==> src/rtl/ivt_defines.svh <==
`ifndef IVT_DEFINES_SVH
`define IVT_DEFINES_SVH

// program counter width in instruction words
`define IVT_PC_W            14
`define IVT_NUM_SRC         25
`define IVT_SLOT_W          5

// slot indices, scaled by the slot size to get word addresses
`define IVT_SLOT_RESET      5'h00
`define IVT_SLOT_EXT0       5'h01
`define IVT_SLOT_EXT1       5'h02
`define IVT_SLOT_PCG0       5'h03
`define IVT_SLOT_PCG1       5'h04
`define IVT_SLOT_PCG2       5'h05
`define IVT_SLOT_WDOG       5'h06
`define IVT_SLOT_T2_CMPA    5'h07
`define IVT_SLOT_T2_CMPB    5'h08
`define IVT_SLOT_T2_OVF     5'h09
`define IVT_SLOT_T1_CAPT    5'h0A
`define IVT_SLOT_T1_CMPA    5'h0B
`define IVT_SLOT_T1_CMPB    5'h0C
`define IVT_SLOT_T1_OVF     5'h0D
`define IVT_SLOT_T0_CMPA    5'h0E
`define IVT_SLOT_T0_CMPB    5'h0F
`define IVT_SLOT_T0_OVF     5'h10
`define IVT_SLOT_SPI_DONE   5'h11
`define IVT_SLOT_USART_RX   5'h12
`define IVT_SLOT_USART_TX_BUFFER_EMPTY 5'h13
`define IVT_SLOT_USART_TX   5'h14
`define IVT_SLOT_ADC_DONE   5'h15
`define IVT_SLOT_EEPROM_READY_SOURCE   5'h16
`define IVT_SLOT_ACOMP      5'h17
`define IVT_SLOT_TWOWIRE    5'h18
`define IVT_SLOT_STORE_RDY  5'h19

// application reset address
`define IVT_APP_RESET_ADDR  14'h0000
// boot section start, plain default, sized by the boot size fuses elsewhere
`define IVT_BOOT_RESET_ADDR 14'h3800

`endif

==> src/rtl/ivt_pkg.sv <==
`include "ivt_defines.svh"

package ivt_pkg;

	typedef enum logic [1:0] {
		IVT_VAR_4K  = 2'h0,
		IVT_VAR_8K  = 2'h1,
		IVT_VAR_16K = 2'h2,
		IVT_VAR_32K = 2'h3
	} ivt_variant_t;

	typedef enum logic [4:0] {
		IVT_ST_BOOT        = 5'h01,
		IVT_ST_RESET_FETCH = 5'h02,
		IVT_ST_IDLE        = 5'h04,
		IVT_ST_IRQ_FETCH   = 5'h08,
		IVT_ST_GAP         = 5'h10
	} ivt_state_t;

	typedef struct packed {
		logic externalPin;
		logic powerOn;
		logic brownOut;
		logic watchdogSystem;
	} ivt_reset_cause_t;

	typedef struct packed {
		logic externalRequestZero;
		logic externalRequestOne;
		logic pinChangeGroupZero;
		logic pinChangeGroupOne;
		logic pinChangeGroupTwo;
		logic watchdogTimeoutSource;
		logic secondByteTimerCompareA;
		logic secondByteTimerCompareB;
		logic secondByteTimerOverflow;
		logic wideTimerCapture;
		logic wideTimerCompareA;
		logic wideTimerCompareB;
		logic wideTimerOverflow;
		logic firstByteTimerCompareA;
		logic firstByteTimerCompareB;
		logic firstByteTimerOverflow;
		logic spiTransferDone;
		logic usartRxDone;
		logic usartTxBufferEmpty;
		logic usartTxDone;
		logic converterDone;
		logic eepromReadySource;
		logic analogComparator;
		logic twoWireSerialSource;
		logic programStoreReady;
	} ivt_src_t;

	typedef struct packed {
		logic                   strobe;
		logic                   isReset;
		logic [`IVT_SLOT_W-1:0] slot;
	} ivt_fetch_t;

endpackage : ivt_pkg

==> src/rtl/ivt_vector_table.sv <==
// How it works
// - any system reset fetches from slot zero of the reset base
// - external requests zero, one at 0x001, 0x002
// - pin-change groups 0x003-0x005, watchdog 0x006
// - second byte timer events at 0x007-0x009
// - wide timer events at 0x00A-0x00D
// - first byte timer events at 0x00E-0x010
// - serial and usart events at 0x011-0x014
// - converter, eeprom, comparator, two-wire, store 0x015-0x019
// - small variants use one-word vector slots
// - large variants use two-word vector slots
// - smallest variant ignores all boot selection
// - boot fuse selects reset target in boot variants
// - vector select bit selects vector base
// - selected vectors sit at boot start plus offset
// - programmed fuse (low) resets to boot address
`timescale 1ns/1ps
`include "ivt_defines.svh"

module ivt_vector_table #(
	parameter ivt_pkg::ivt_variant_t VARIANT         = ivt_pkg::IVT_VAR_32K,
	parameter int unsigned           PC_W            = `IVT_PC_W,
	parameter logic [PC_W-1:0]       BOOT_RESET_ADDR = `IVT_BOOT_RESET_ADDR
) (
	// clock and reset
	input  wire logic                     ref_clk,
	input  wire logic                     rst_n,
	// reset causes and boot configuration
	input  ivt_pkg::ivt_reset_cause_t     resetCause,
	input  wire logic                     bootResetSelectFuseN,
	input  wire logic                     vectorBaseSelectBit,
	// interrupt requests, already enabled
	input  ivt_pkg::ivt_src_t             irqSource,
	// core handshake
	input  wire logic                     coreTakeIrq,
	output ivt_pkg::ivt_fetch_t           fetch,
	output logic [PC_W-1:0]               fetchAddr,
	output logic [`IVT_NUM_SRC-1:0]       irqAck,
	output logic                          busy,
	// table lookup
	input  wire logic [`IVT_SLOT_W-1:0]   querySlot,
	output logic [PC_W-1:0]               queryAddr
);
	import ivt_pkg::*;

	function automatic logic [`IVT_NUM_SRC-1:0] srcVector(input ivt_src_t s);
		logic [`IVT_NUM_SRC-1:0] v;
		v = '0;
		v[`IVT_SLOT_EXT0 - 1]       = s.externalRequestZero;
		v[`IVT_SLOT_EXT1 - 1]       = s.externalRequestOne;
		v[`IVT_SLOT_PCG0 - 1]       = s.pinChangeGroupZero;
		v[`IVT_SLOT_PCG1 - 1]       = s.pinChangeGroupOne;
		v[`IVT_SLOT_PCG2 - 1]       = s.pinChangeGroupTwo;
		v[`IVT_SLOT_WDOG - 1]       = s.watchdogTimeoutSource;
		v[`IVT_SLOT_T2_CMPA - 1]    = s.secondByteTimerCompareA;
		v[`IVT_SLOT_T2_CMPB - 1]    = s.secondByteTimerCompareB;
		v[`IVT_SLOT_T2_OVF - 1]     = s.secondByteTimerOverflow;
		v[`IVT_SLOT_T1_CAPT - 1]    = s.wideTimerCapture;
		v[`IVT_SLOT_T1_CMPA - 1]    = s.wideTimerCompareA;
		v[`IVT_SLOT_T1_CMPB - 1]    = s.wideTimerCompareB;
		v[`IVT_SLOT_T1_OVF - 1]     = s.wideTimerOverflow;
		v[`IVT_SLOT_T0_CMPA - 1]    = s.firstByteTimerCompareA;
		v[`IVT_SLOT_T0_CMPB - 1]    = s.firstByteTimerCompareB;
		v[`IVT_SLOT_T0_OVF - 1]     = s.firstByteTimerOverflow;
		v[`IVT_SLOT_SPI_DONE - 1]   = s.spiTransferDone;
		v[`IVT_SLOT_USART_RX - 1]   = s.usartRxDone;
		v[`IVT_SLOT_USART_TX_BUFFER_EMPTY - 1] = s.usartTxBufferEmpty;
		v[`IVT_SLOT_USART_TX - 1]   = s.usartTxDone;
		v[`IVT_SLOT_ADC_DONE - 1]   = s.converterDone;
		v[`IVT_SLOT_EEPROM_READY_SOURCE - 1]   = s.eepromReadySource;
		v[`IVT_SLOT_ACOMP - 1]      = s.analogComparator;
		v[`IVT_SLOT_TWOWIRE - 1]    = s.twoWireSerialSource;
		v[`IVT_SLOT_STORE_RDY - 1]  = s.programStoreReady;
		return v;
	endfunction

	// base plus slot times slot size in words
	function automatic logic [PC_W-1:0] slotAddr(
		input logic [PC_W-1:0]        base,
		input logic [`IVT_SLOT_W-1:0] slot,
		input logic                   twoWord
	);
		logic [PC_W-1:0] offset;
		offset = twoWord ? PC_W'({slot, 1'b0}) : PC_W'(slot);
		return PC_W'(base + offset);
	endfunction

	// variant decode
	localparam logic HAS_BOOT = (VARIANT != IVT_VAR_4K);
	localparam logic TWO_WORD = (VARIANT == IVT_VAR_16K) || (VARIANT == IVT_VAR_32K);

	ivt_state_t              state;
	ivt_state_t              next_state;
	logic                    fuseProgrammed;
	logic [`IVT_SLOT_W-1:0]  grantSlot;
	logic [`IVT_NUM_SRC-1:0] grantOneHot;

	wire logic                    anyResetCause;
	wire logic [`IVT_NUM_SRC-1:0] pending;
	wire logic                    pendValid;
	wire logic [`IVT_SLOT_W-1:0]  pendSlot;
	wire logic [`IVT_NUM_SRC-1:0] pendOneHot;
	wire logic                    bootReset;
	wire logic                    bootVectors;
	wire logic [PC_W-1:0]         resetBase;
	wire logic [PC_W-1:0]         vectorBase;
	wire logic [PC_W-1:0]         resetTarget;
	wire logic [PC_W-1:0]         irqTarget;
	wire logic                    acceptIrq;

	assign anyResetCause = |resetCause;
	assign pending       = srcVector(irqSource);

	ivt_prio_enc #(
		.N(`IVT_NUM_SRC)
	) u_prio (
		.req  (pending),
		.valid(pendValid),
		.slot (pendSlot),
		.grant(pendOneHot)
	);

	// smallest variant never moves its reset or vectors
	assign bootReset   = HAS_BOOT && fuseProgrammed;
	assign bootVectors = HAS_BOOT && vectorBaseSelectBit;
	assign resetBase   = bootReset ? BOOT_RESET_ADDR : PC_W'(`IVT_APP_RESET_ADDR);
	assign vectorBase  = bootVectors ? BOOT_RESET_ADDR : PC_W'(`IVT_APP_RESET_ADDR);
	assign resetTarget = slotAddr(resetBase, `IVT_SLOT_RESET, TWO_WORD);
	assign irqTarget   = slotAddr(vectorBase, grantSlot, TWO_WORD);
	assign acceptIrq   = coreTakeIrq && pendValid;

	always_comb begin
		next_state = state;
		case (state)
			IVT_ST_BOOT: begin
				next_state = IVT_ST_RESET_FETCH;
			end
			IVT_ST_RESET_FETCH: begin
				next_state = IVT_ST_IDLE;
			end
			IVT_ST_IDLE: begin
				if (acceptIrq) begin
					next_state = IVT_ST_IRQ_FETCH;
				end
			end
			IVT_ST_IRQ_FETCH: begin
				next_state = IVT_ST_GAP;
			end
			IVT_ST_GAP: begin
				// wait for the core to drop its take request
				if (!coreTakeIrq) begin
					next_state = IVT_ST_IDLE;
				end
			end
			default: begin
				next_state = IVT_ST_BOOT;
			end
		endcase
		// a system reset cause overrides everything
		if (anyResetCause) begin
			next_state = IVT_ST_BOOT;
		end
	end

	wire logic        next_fetchStrobe;
	wire logic        next_fetchIsReset;
	wire logic        next_busy;

	assign next_fetchStrobe  = (state == IVT_ST_RESET_FETCH || state == IVT_ST_IRQ_FETCH)
		&& !anyResetCause;
	assign next_fetchIsReset = (state == IVT_ST_RESET_FETCH);
	assign next_busy         = (next_state != IVT_ST_IDLE);

	always_ff @(posedge ref_clk or negedge rst_n) begin
		if (!rst_n) begin
			state <= IVT_ST_BOOT;
		end else begin
			state <= next_state;
		end
	end

	// fuse caught while booting, after reset release
	always_ff @(posedge ref_clk or negedge rst_n) begin
		if (!rst_n) begin
			fuseProgrammed <= 1'b0;
		end else if (state == IVT_ST_BOOT) begin
			fuseProgrammed <= !bootResetSelectFuseN;
		end
	end

	// winner frozen at acceptance
	always_ff @(posedge ref_clk or negedge rst_n) begin
		if (!rst_n) begin
			grantSlot   <= '0;
			grantOneHot <= '0;
		end else if (state == IVT_ST_IDLE && acceptIrq) begin
			grantSlot   <= pendSlot;
			grantOneHot <= pendOneHot;
		end
	end

	always_ff @(posedge ref_clk or negedge rst_n) begin
		if (!rst_n) begin
			fetch     <= '0;
			fetchAddr <= '0;
			irqAck    <= '0;
			busy      <= 1'b1;
		end else begin
			fetch.strobe  <= next_fetchStrobe;
			fetch.isReset <= next_fetchIsReset;
			fetch.slot    <= next_fetchIsReset ? `IVT_SLOT_RESET : grantSlot;
			if (next_fetchStrobe) begin
				fetchAddr <= next_fetchIsReset ? resetTarget : irqTarget;
			end
			irqAck <= (next_fetchStrobe && !next_fetchIsReset) ? grantOneHot : '0;
			busy   <= next_busy;
		end
	end

	// lookup uses the live vector base
	always_ff @(posedge ref_clk or negedge rst_n) begin
		if (!rst_n) begin
			queryAddr <= '0;
		end else if (querySlot == `IVT_SLOT_RESET) begin
			queryAddr <= resetTarget;
		end else begin
			queryAddr <= slotAddr(vectorBase, querySlot, TWO_WORD);
		end
	end

endmodule // ivt_vector_table

==> src/rtl/ivt_prio_enc.sv <==
`timescale 1ns/1ps
`include "ivt_defines.svh"

module ivt_prio_enc #(
	parameter int unsigned N = `IVT_NUM_SRC
) (
	// pending requests, bit i is slot i+1
	input  wire logic [N-1:0]           req,
	// winner
	output wire logic                   valid,
	output wire logic [`IVT_SLOT_W-1:0] slot,
	output wire logic [N-1:0]           grant
);
	import ivt_pkg::*;

	// lowest bit wins, so the lowest vector address is served first
	function automatic logic [`IVT_SLOT_W-1:0] lowestSlot(input logic [N-1:0] r);
		logic [`IVT_SLOT_W-1:0] s;
		s = '0;
		for (int i = N - 1; i >= 0; i--) begin
			if (r[i]) begin
				s = `IVT_SLOT_W'(i + 1);
			end
		end
		return s;
	endfunction

	wire logic [N-1:0] lowestOneHot;

	assign lowestOneHot = req & ~(req - N'(1));
	assign valid        = |req;
	assign slot         = lowestSlot(req);
	assign grant        = lowestOneHot;

endmodule // ivt_prio_enc

==> config.mk <==
export PLATFORM = sky130hd
export DESIGN_NAME = ivt_vector_table
export DESIGN_NICKNAME = d
export VERILOG_FILES = /design/src/rtl/ivt_pkg.sv /design/src/rtl/ivt_vector_table.sv /design/src/rtl/ivt_prio_enc.sv
export VERILOG_INCLUDE_DIRS = /design/src /design/src/rtl
export SDC_FILE = /design/constraint.sdc
export NUM_CORES = 1
export LEC_CHECK = 0
export ABC_CLOCK_PERIOD_IN_PS = 2900
export BUFFER_PORTS_ARGS = -buffer_cell sky130_fd_sc_hd__buf_4
export CAP_MARGIN = 20
export CORE_MARGIN = 5
export CORE_UTILIZATION = 26
export DETAILED_ROUTE_END_ITERATION = 6
export GPL_TIMING_DRIVEN = 0
export SYNTH_ARGS = -nofsm -noshare
export SYNTH_HDL_FRONTEND = slang
export SYNTH_SLANG_ARGS = --single-unit
==> constraint.sdc <==
create_clock -name ref_clk -period 2.9 [get_ports ref_clk]
set_input_delay 0.435 -clock ref_clk [delete_from_list [all_inputs] [get_ports ref_clk]]
set_output_delay 0.435 -clock ref_clk [all_outputs]
set_load 0.02 [all_outputs]
==> results of run 1 <==
## cell usage after synthesis, types with 5 or more instances
| cell type | number |
|---|---|
| or4_1 | 5 |
| and2_1 | 25 |
| nand3_1 | 5 |
| dfrtp_1 | 79 |
| nor2_1 | 21 |
| a21oi_1 | 7 |
| inv_1 | 6 |
| o21ai_0 | 15 |
| nand2_1 | 35 |
| o41ai_1 | 6 |
| clkbuf_1 | 8 |
| mux2_2 | 7 |
| buf_4 | 16 |
| nor4_1 | 6 |
| nor2b_1 | 7 |
## power by group through the flow
stage	Clock [uW]	Sequential (uW)	Combinational, uW
global placement	0	1170	188
CTS	1070	1150	192
floorplan	0	1180	71.4
global route	1120	1150	217
detailed placement	0	1170	191
finish	1040	1150	196
## final cells by class
| type | count | area (sq um) |
|---|---|---|
| repair buffers | 89 | 691 |
| flip-flops and latches | 81 | 2030 |
| clock buffers | 10 | 229 |
| plain buffers | 28 | 195 |
| inverters | 6 | 22.5 |
| fillers | 1369 | 8480 |
| clock inverters | 6 | 45.0 |
| multi-input cells | 208 | 1280 |
| well taps | 176 | 220 |
## sequential cells by signal, indices dropped and copies added, names as in the netlist
register / count
fetch: 7
queryAddr: 6
irqAck: 25
fetchAddr: 6
grantOneHot: 25
state: 5
busy: 1
grantSlot: 5
bootReset: 1
## kinds of logic (layout without fill, tap and decap cells)
group | count (synthesis) | count (layout) | share of synthesized area [%]
AO/OA/AOI/OAI | 55 | 55 | 11.2
AND/OR/NAND/NOR | 130 | 130 | 20.9
other | 1 | 12 | 0.108
XOR/XNOR | 2 | 2 | 0.503
buffers and inverters | 34 | 139 | 6.25
flip-flops | 81 | 81 | 58.2
multiplexers | 9 | 9 | 2.84
## routing by layer
layer / wire (um) / part of all wire (%) / vias up / track usage (%)
met5: 0 / 0 / - / 0
met4: 203 / 2.3 / 0 / 4.73
met3: 694 / 7.9 / 13 / 4.53
met2: 4030 / 46 / 85 / 18.3
met1: 3900 / 44 / 1262 / 13.6
li1: - / - / 1285 / -
## cells in the final DEF, fill, tap and decap left out, types with 4 or more instances in the layout
cell type / synthesis / layout
buf_4: 16 / 103
dfrtp_1: 79 / 79
nand2_1: 35 / 35
and2_1: 25 / 25
nor2_1: 21 / 21
o21ai_0: 15 / 15
conb_1: 1 / 12
clkbuf_1: 8 / 9
clkbuf_16: 0 / 9
nor2b_1: 7 / 7
mux2_2: 7 / 7
a21oi_1: 7 / 7
nor4_1: 6 / 6
inv_1: 6 / 6
o41ai_1: 6 / 6
clkinvlp_4: 0 / 6
or4_1: 5 / 5
nand3_1: 5 / 5
nor3_1: 4 / 4
buf_6: 4 / 4
a32o_1: 4 / 4
nand2b_1: 4 / 4
o21ai_1: 4 / 4
## per-stage QoR
stage | instance area (sq um) | setup WS [ns] | hold WS, ns
finish | 4710 | 0.567 | 0.280
CTS | 4670 | 0.558 | 0.272
floorplan | 3530 | 0.660 | 0.139
global route | 4710 | 0.361 | 0.289
global placement | 4400 | 0.210 | 0.451
detailed placement | 4400 | 0.214 | 0.457
## worst reg2reg max path, stage by stage (launching register included)
cell	delay (ns)
dfrtp_1	0.46
or4b_4	0.58
or3b_1	0.43
nor3b_4	0.37
nand2_1	0.13
o21ai_0	0.23
## worst min path at each step
stage / start / endpoint
6_report: querySlot[0] / queryAddr[1]
2_1_floorplan: rst_n / bootReset
3_5_place_dp: grantOneHot[18] / grantOneHot[18]
3_3_place_gp: grantOneHot[18] / grantOneHot[18]
5_1_grt: querySlot[2] / queryAddr[3]
4_1_cts: querySlot[0] / queryAddr[1]
## repair_timing
item / in CTS / in global routing
gates resized for setup: 0 / 0
hold buffers: 0 / 1
endpoints found under the hold margin: 0 / 12
==> reports/metrics.cfg, run 1 <==
[grt]
grt_pass1_vias = 2812
antenna_found_initial = 0
grt_max_degree = 82
grt.total_usage_pct = 11.4
overflow = 0
grt_first_pass_wirelength_um = 14300

[yosys]
yosysSeqAreaShare_pct = 58.2
ys_ff_latch = 81
yosysTopAreaCellShare_pct = 56.7
synth-edff-count = 0
yosysTopAreaCell = dfrtp_1
netlist_area_sq_um = 3480
yosysWarnings = 0
postSynthCellCount = 312
synth_area_leaders = dfrtp_1 (57%), and2_1 (4.5%), nand2_1 (3.8%), buf_4 (3.4%), mux2_2 (2.3%)
syn_avg_cell_area_sq_um = 11.2
async_reset_ff_share_pct = 100
ys_types = 51
synth-main-ff-cell = dfrtp_1

[power]
p_sw_share_pct = 24.1
switchingPower_uw = 575
p_per_area_nw_per_um2 = 507
pwr-share-seq_pct = 48.3
ir_drop_uv = 261
comb_power_share_pct = 8.2
p_total_uw = 2390
pwr-share-clk_pct = 43.5
power.leakage_uw = 0.00226
p_int_uw = 1810

[final_layout]
stdcell_count = 604
n_antenna_cell = 0
syn_to_final_growth_pct = 35.2
layout.nets = 462
drive_above_1_share_pct = 33.9
utilization_pct = 35.7

[floorplan]
initial_utilization_pct = 26.4
core_area_sq_um = 13200
die_x_um = 126
num_rows = 42
dieArea_sq_um = 15800
ios = 100
die_h_um = 126

[timing]
setup_violations = 0
final-max-slew-violation-count = 0
tightest_slew_ns = 0.901
relSlewSlack_pct = 39.5
rsz0062_at_grt = no
fin_crit_ns = 2.33
hold_viol = 0
fin_crit_sh_pct = 80.5
fmax_mhz = 429
finClkSkew_ns = 0.00628
finalSetupTns_ns = 0

[worst_setup_path]
crit_arrival_ns = 2.56
critical_path.top_delay_family = simple AND/OR/NAND/NOR gates
cp.buffers_inverters = 1
worst-path-max-fanout = 10
critPathSlowestCell = nor3_1
reg2reg_setup_slack_ns = 0.60
r2r_end = grantOneHot[21]
critPathCaptureType = register
crit_path_start = irqSource[23]
critPathMaxStageDelay_ns = 0.74
required_ns = 3.12
critPathLaunchType = input pin
critPathKind = input pin to register
r2r_cells = 5
endpoint = grantOneHot[0]
path_cells = buf_4 > nor3_1 > nand4_2 > o21ai_4 > mux2_2
reg2reg_from = state[1]
cp.depth = 5

[run]
max_cap_viol_count = 0

[drt]
num_vias = 2645
drtIter0Drc = 96
postRouteAntennaNets = 0
avgRoutedWirePerCell_um = 14.6
first_pass_iters = 4
drc_errors = 0
routed_wl_um = 8820
vias_per_cell = 4.38

[clocking]
cts_setup_buffers = 0
root_buffer = clkbuf_16
htreeDepth = 3
cts_tree = done
cts_buffer_depth = 2
cts_num_sinks = 81
cts_buffers = 9
clk_latency_ns = 0.34
path_clk_slew_ns = 0.06

[worst_hold_path]
min_path_type = input pin to register
hold_depth = 2

[placed_design]
portBuffers = 87
gp_congestion = 0.823
hpwl_um = 6610
dp.cells = 586

[run_status]
outcome = finished clean

Power figures use the tool's default switching activity.
==> run 2, diff against run 1 <==
ABC_AREA = 1   (was not set)
ABC_CLOCK_PERIOD_IN_PS = 2100   (was 2900)
clock period = 2.1 ns   (was 2.9 ns; I/O delays follow)
==> run 2 against run 1 <==
Compared with the run above:
- synthesized area is 0.68% higher
- wire length is 1.3% lower
- design area is 1.1% higher
- global-route usage hardly changed
- synthesized cell count is 22% higher
- highest routed layer unchanged
- largest cell class unchanged
- largest power group unchanged
- via count is 6.1% higher
==> reports/metrics.cfg, run 2 <==
[drt]
vias_per_cell = 4.15  ; -5.2%
avgRoutedWirePerCell_um = 12.9  ; -12%
postRouteAntennaNets = 0  ; unchanged
first_pass_iters = 4  ; unchanged
drtIter0Drc = 190  ; +98%
routed_wl_um = 8710  ; -1.3%
drc_errors = 0  ; unchanged
num_vias = 2806  ; +6.1%

[yosys]
yosysTopAreaCellShare_pct = 56.3  ; -0.38 points
async_reset_ff_share_pct = 100  ; unchanged
yosysTopAreaCell = dfrtp_1
syn_avg_cell_area_sq_um = 9.23  ; -17%
synth-main-ff-cell = dfrtp_1
synth_compound_area_share_pct = 7.17  ; -4.0 points
synth_xor_area_share_pct = 0  ; -0.50 points
postSynthCellCount = 380  ; +22%
yosysWarnings = 0  ; unchanged
yosysSeqAreaShare_pct = 57.8  ; -0.39 points
yosysMostFrequentCell = dfrtp_1
ys_types = 29  ; -43%
synth_mux_area_share_pct = 1.93  ; -0.91 points
netlist_area_sq_um = 3510  ; +0.68%
synth-adder-area-share_pct = 0  ; unchanged
ys_ff_latch = 81  ; unchanged
ys_top_cells_by_count = dfrtp_1 (79), inv_1 (62), nor2_1 (55)
synth_area_leaders = dfrtp_1 (56%), inv_1 (6.6%), nor2_1 (5.9%), nand2_1 (4.9%), buf_4 (3.9%)
synth_top_family_by_area = simple AND/OR/NAND/NOR gates
yosys.area_share.simple_pct = 20.0  ; -0.89 points
synth-edff-count = 0  ; unchanged

[timing]
fin_crit_ns = 1.83
relSlewSlack_pct = 64.1  ; +25 points
finClkSkew_ns = 0.00912  ; +0.00285 ns
final-max-slew-violation-count = 0  ; unchanged
rsz0062_at_grt = no
hold_viol = 0  ; unchanged
worst_slack_ns = 0.274  ; -0.292 ns
fin_crit_sh_pct = 86.9
tightest_slew_ns = 0.533  ; -0.367 ns
fmax_mhz = 548
setup_violations = 0  ; unchanged
timing.hold.ws_ns = 0.173  ; -0.107 ns

[power]
ir_drop_uv = 350  ; +34%
p_per_area_nw_per_um2 = 689  ; +36%
power.leakage_uw = 0.00248  ; +9.8%
p_total_uw = 3280  ; +37%

[run]
max_cap_viol_count = 0  ; unchanged

[clocking]
cts_buffer_depth = 2  ; unchanged
cts_buffers = 9  ; unchanged
cts_tree = done
cts_num_sinks = 81  ; unchanged
htreeDepth = 3  ; unchanged
path_clk_slew_ns = 0.06  ; about the same
clk_latency_ns = 0.33  ; about the same
root_buffer = clkbuf_16

[run_status]
outcome = finished clean

[final_layout]
utilization_pct = 36.0  ; +0.26 points
multi_input_area_sq_um = 1070  ; -16%
fillers = 1379  ; +0.73%
syn_to_final_growth_pct = 35.8
layout.nets = 534  ; +16%
reg.largest.list = grantOneHot x25, irqAck x25, fetch x7
regArea_sq_um = 2030  ; unchanged
final_common_cell = buf_4
n_antenna_cell = 0  ; unchanged
final_cell_mix = buf_4 (109), dfrtp_1 (79), inv_1 (62)
drive_above_1_share_pct = 31.6  ; -2.3 points

[worst_setup_path]
path_common_cell = nor2_1
critPathCaptureType = register
critPathKind = register to register
required_ns = 2.30  ; -0.82 ns
worst-path-max-fanout = 10  ; unchanged
crit_arrival_ns = 2.03  ; -0.53 ns
critPathSlowestCell = dfrtp_1
critPathLaunchType = register
r2r_cells = 8  ; +3
r2r_end = irqAck[21]
reg2reg_from = state[2]
path_cells = nor2_1 > inv_2 > nor4_4 > buf_4 > inv_1 > nand2_2 > buf_2 > nor2_1
critPathMaxStageDelay_ns = 0.39  ; -0.35 ns
reg2reg_setup_slack_ns = 0.27  ; -0.33 ns

[floorplan]
die_h_um = 126  ; +0.31%
die_x_um = 126  ; +0.31%
ios = 100  ; unchanged
core_area_sq_um = 13200  ; +0.40%
num_rows = 42  ; unchanged
initial_utilization_pct = 26.5  ; +0.075 points
dieArea_sq_um = 15900  ; +0.62%

[worst_hold_path]
min_from = querySlot[0]
holdPathEnd = queryAddr[1]
min_path_type = input pin to register
hold_depth = 2  ; unchanged

[placed_design]
portBuffers = 87  ; unchanged
hpwl_um = 6520  ; -1.4%
gp_congestion = 0.824  ; about the same
pre_cts_slack_ns = -0.0749  ; -0.289 ns

[grt]
overflow = 0  ; unchanged
grt.total_usage_pct = 11.3  ; -0.031 points
grt_max_degree = 82  ; unchanged
grt_first_pass_wirelength_um = 14400  ; about the same
grt_pass1_vias = 2941  ; +4.6%
antenna_found_initial = 0  ; unchanged

## run 2: cell types whose count changed after synthesis, sizes merged, moves of 5 or more
| cell | before | now |
|---|---|---|
| nor2b | 7 | 0 |
| o21ai | 20 | 25 |
| or4 | 7 | 0 |
| nand4 | 1 | 13 |
| nand2 | 35 | 48 |
| nand3 | 5 | 14 |
| nor2 | 21 | 62 |
| inv | 6 | 69 |
| and2 | 25 | 0 |
## run 2: worst max-delay path by stage
stage	start	end	slack, ns	depth (start not counted)
after floorplan	irqSource[21]	grantOneHot[23]	0.44	14
after global placement	state[2]	irqAck[21]	-0.01	8
after detailed placement	state[2]	irqAck[21]	-0.07	8
after CTS	state[1]	irqAck[21]	0.07	8
after global routing	state[2]	irqAck[21]	0.09	8
final	state[2]	irqAck[21]	0.27	8
## run 2: final cells by class
cell class | instances | area share, %
timing repair buffer | 93 | 15.0
sequential | 81 | 42.6
multi-input combinational | 212 | 22.5
tap | 176 | 4.62
clock inverter | 3 | 0.315
buffer | 29 | 4.12
clock buffer | 13 | 5.46
inverter | 69 | 5.44
## run 2: per-layer routing
layer / GRT usage, % / wire length (um) / up-vias / part of all wire, %
met5: 0 / 0 / - / 0
met4: 3.53 / 112 / 0 / 1.3
met3: 4.95 / 719 / 13 / 8.3
met2: 18.1 / 4070 / 90 / 47
met1: 13.9 / 3810 / 1302 / 44
li1: - / - / 1401 / -
## run 2: metrics by stage
stage	cells	instance area [sq um]	TNS, ns
after floorplan	391	3550	0
after global placement	654	4420	-0.0101
after detailed placement	654	4420	-0.155
after CTS	672	4710	0
after global routing	676	4760	0
final	676	4760	0
## run 2: logic make-up after synthesis
family | count (synthesis)
other | 1
AOI/OAI and AO/OA | 45
muxes | 6
DFF | 81
and+or+nand+nor | 149
buffers and inverters | 98
## run 2: where the power goes
group          leakage, uW  total (uW)  internal (uW)  switching (uW)
Combinational      0.00136         255            107             147
Clock             0.000139        1450            860             589
Sequential        0.000983        1580           1570            5.38
Total              0.00248        3280           2540             741
## run 2: repair_timing
action,CTS,global route
endpoints found under the hold margin,0,36
setup buffers,2,2
setup endpoints to repair,18,20
pin swaps,1,1
gates resized for setup,0,1
hold buffers,0,1
## run 2: critical path: cells and delay by family (launching register included)
family                 cells  cell delay (ns)
AND/OR/NAND/NOR            4             0.74
flip-flops                 1             0.39
buffers and inverters      4             0.57
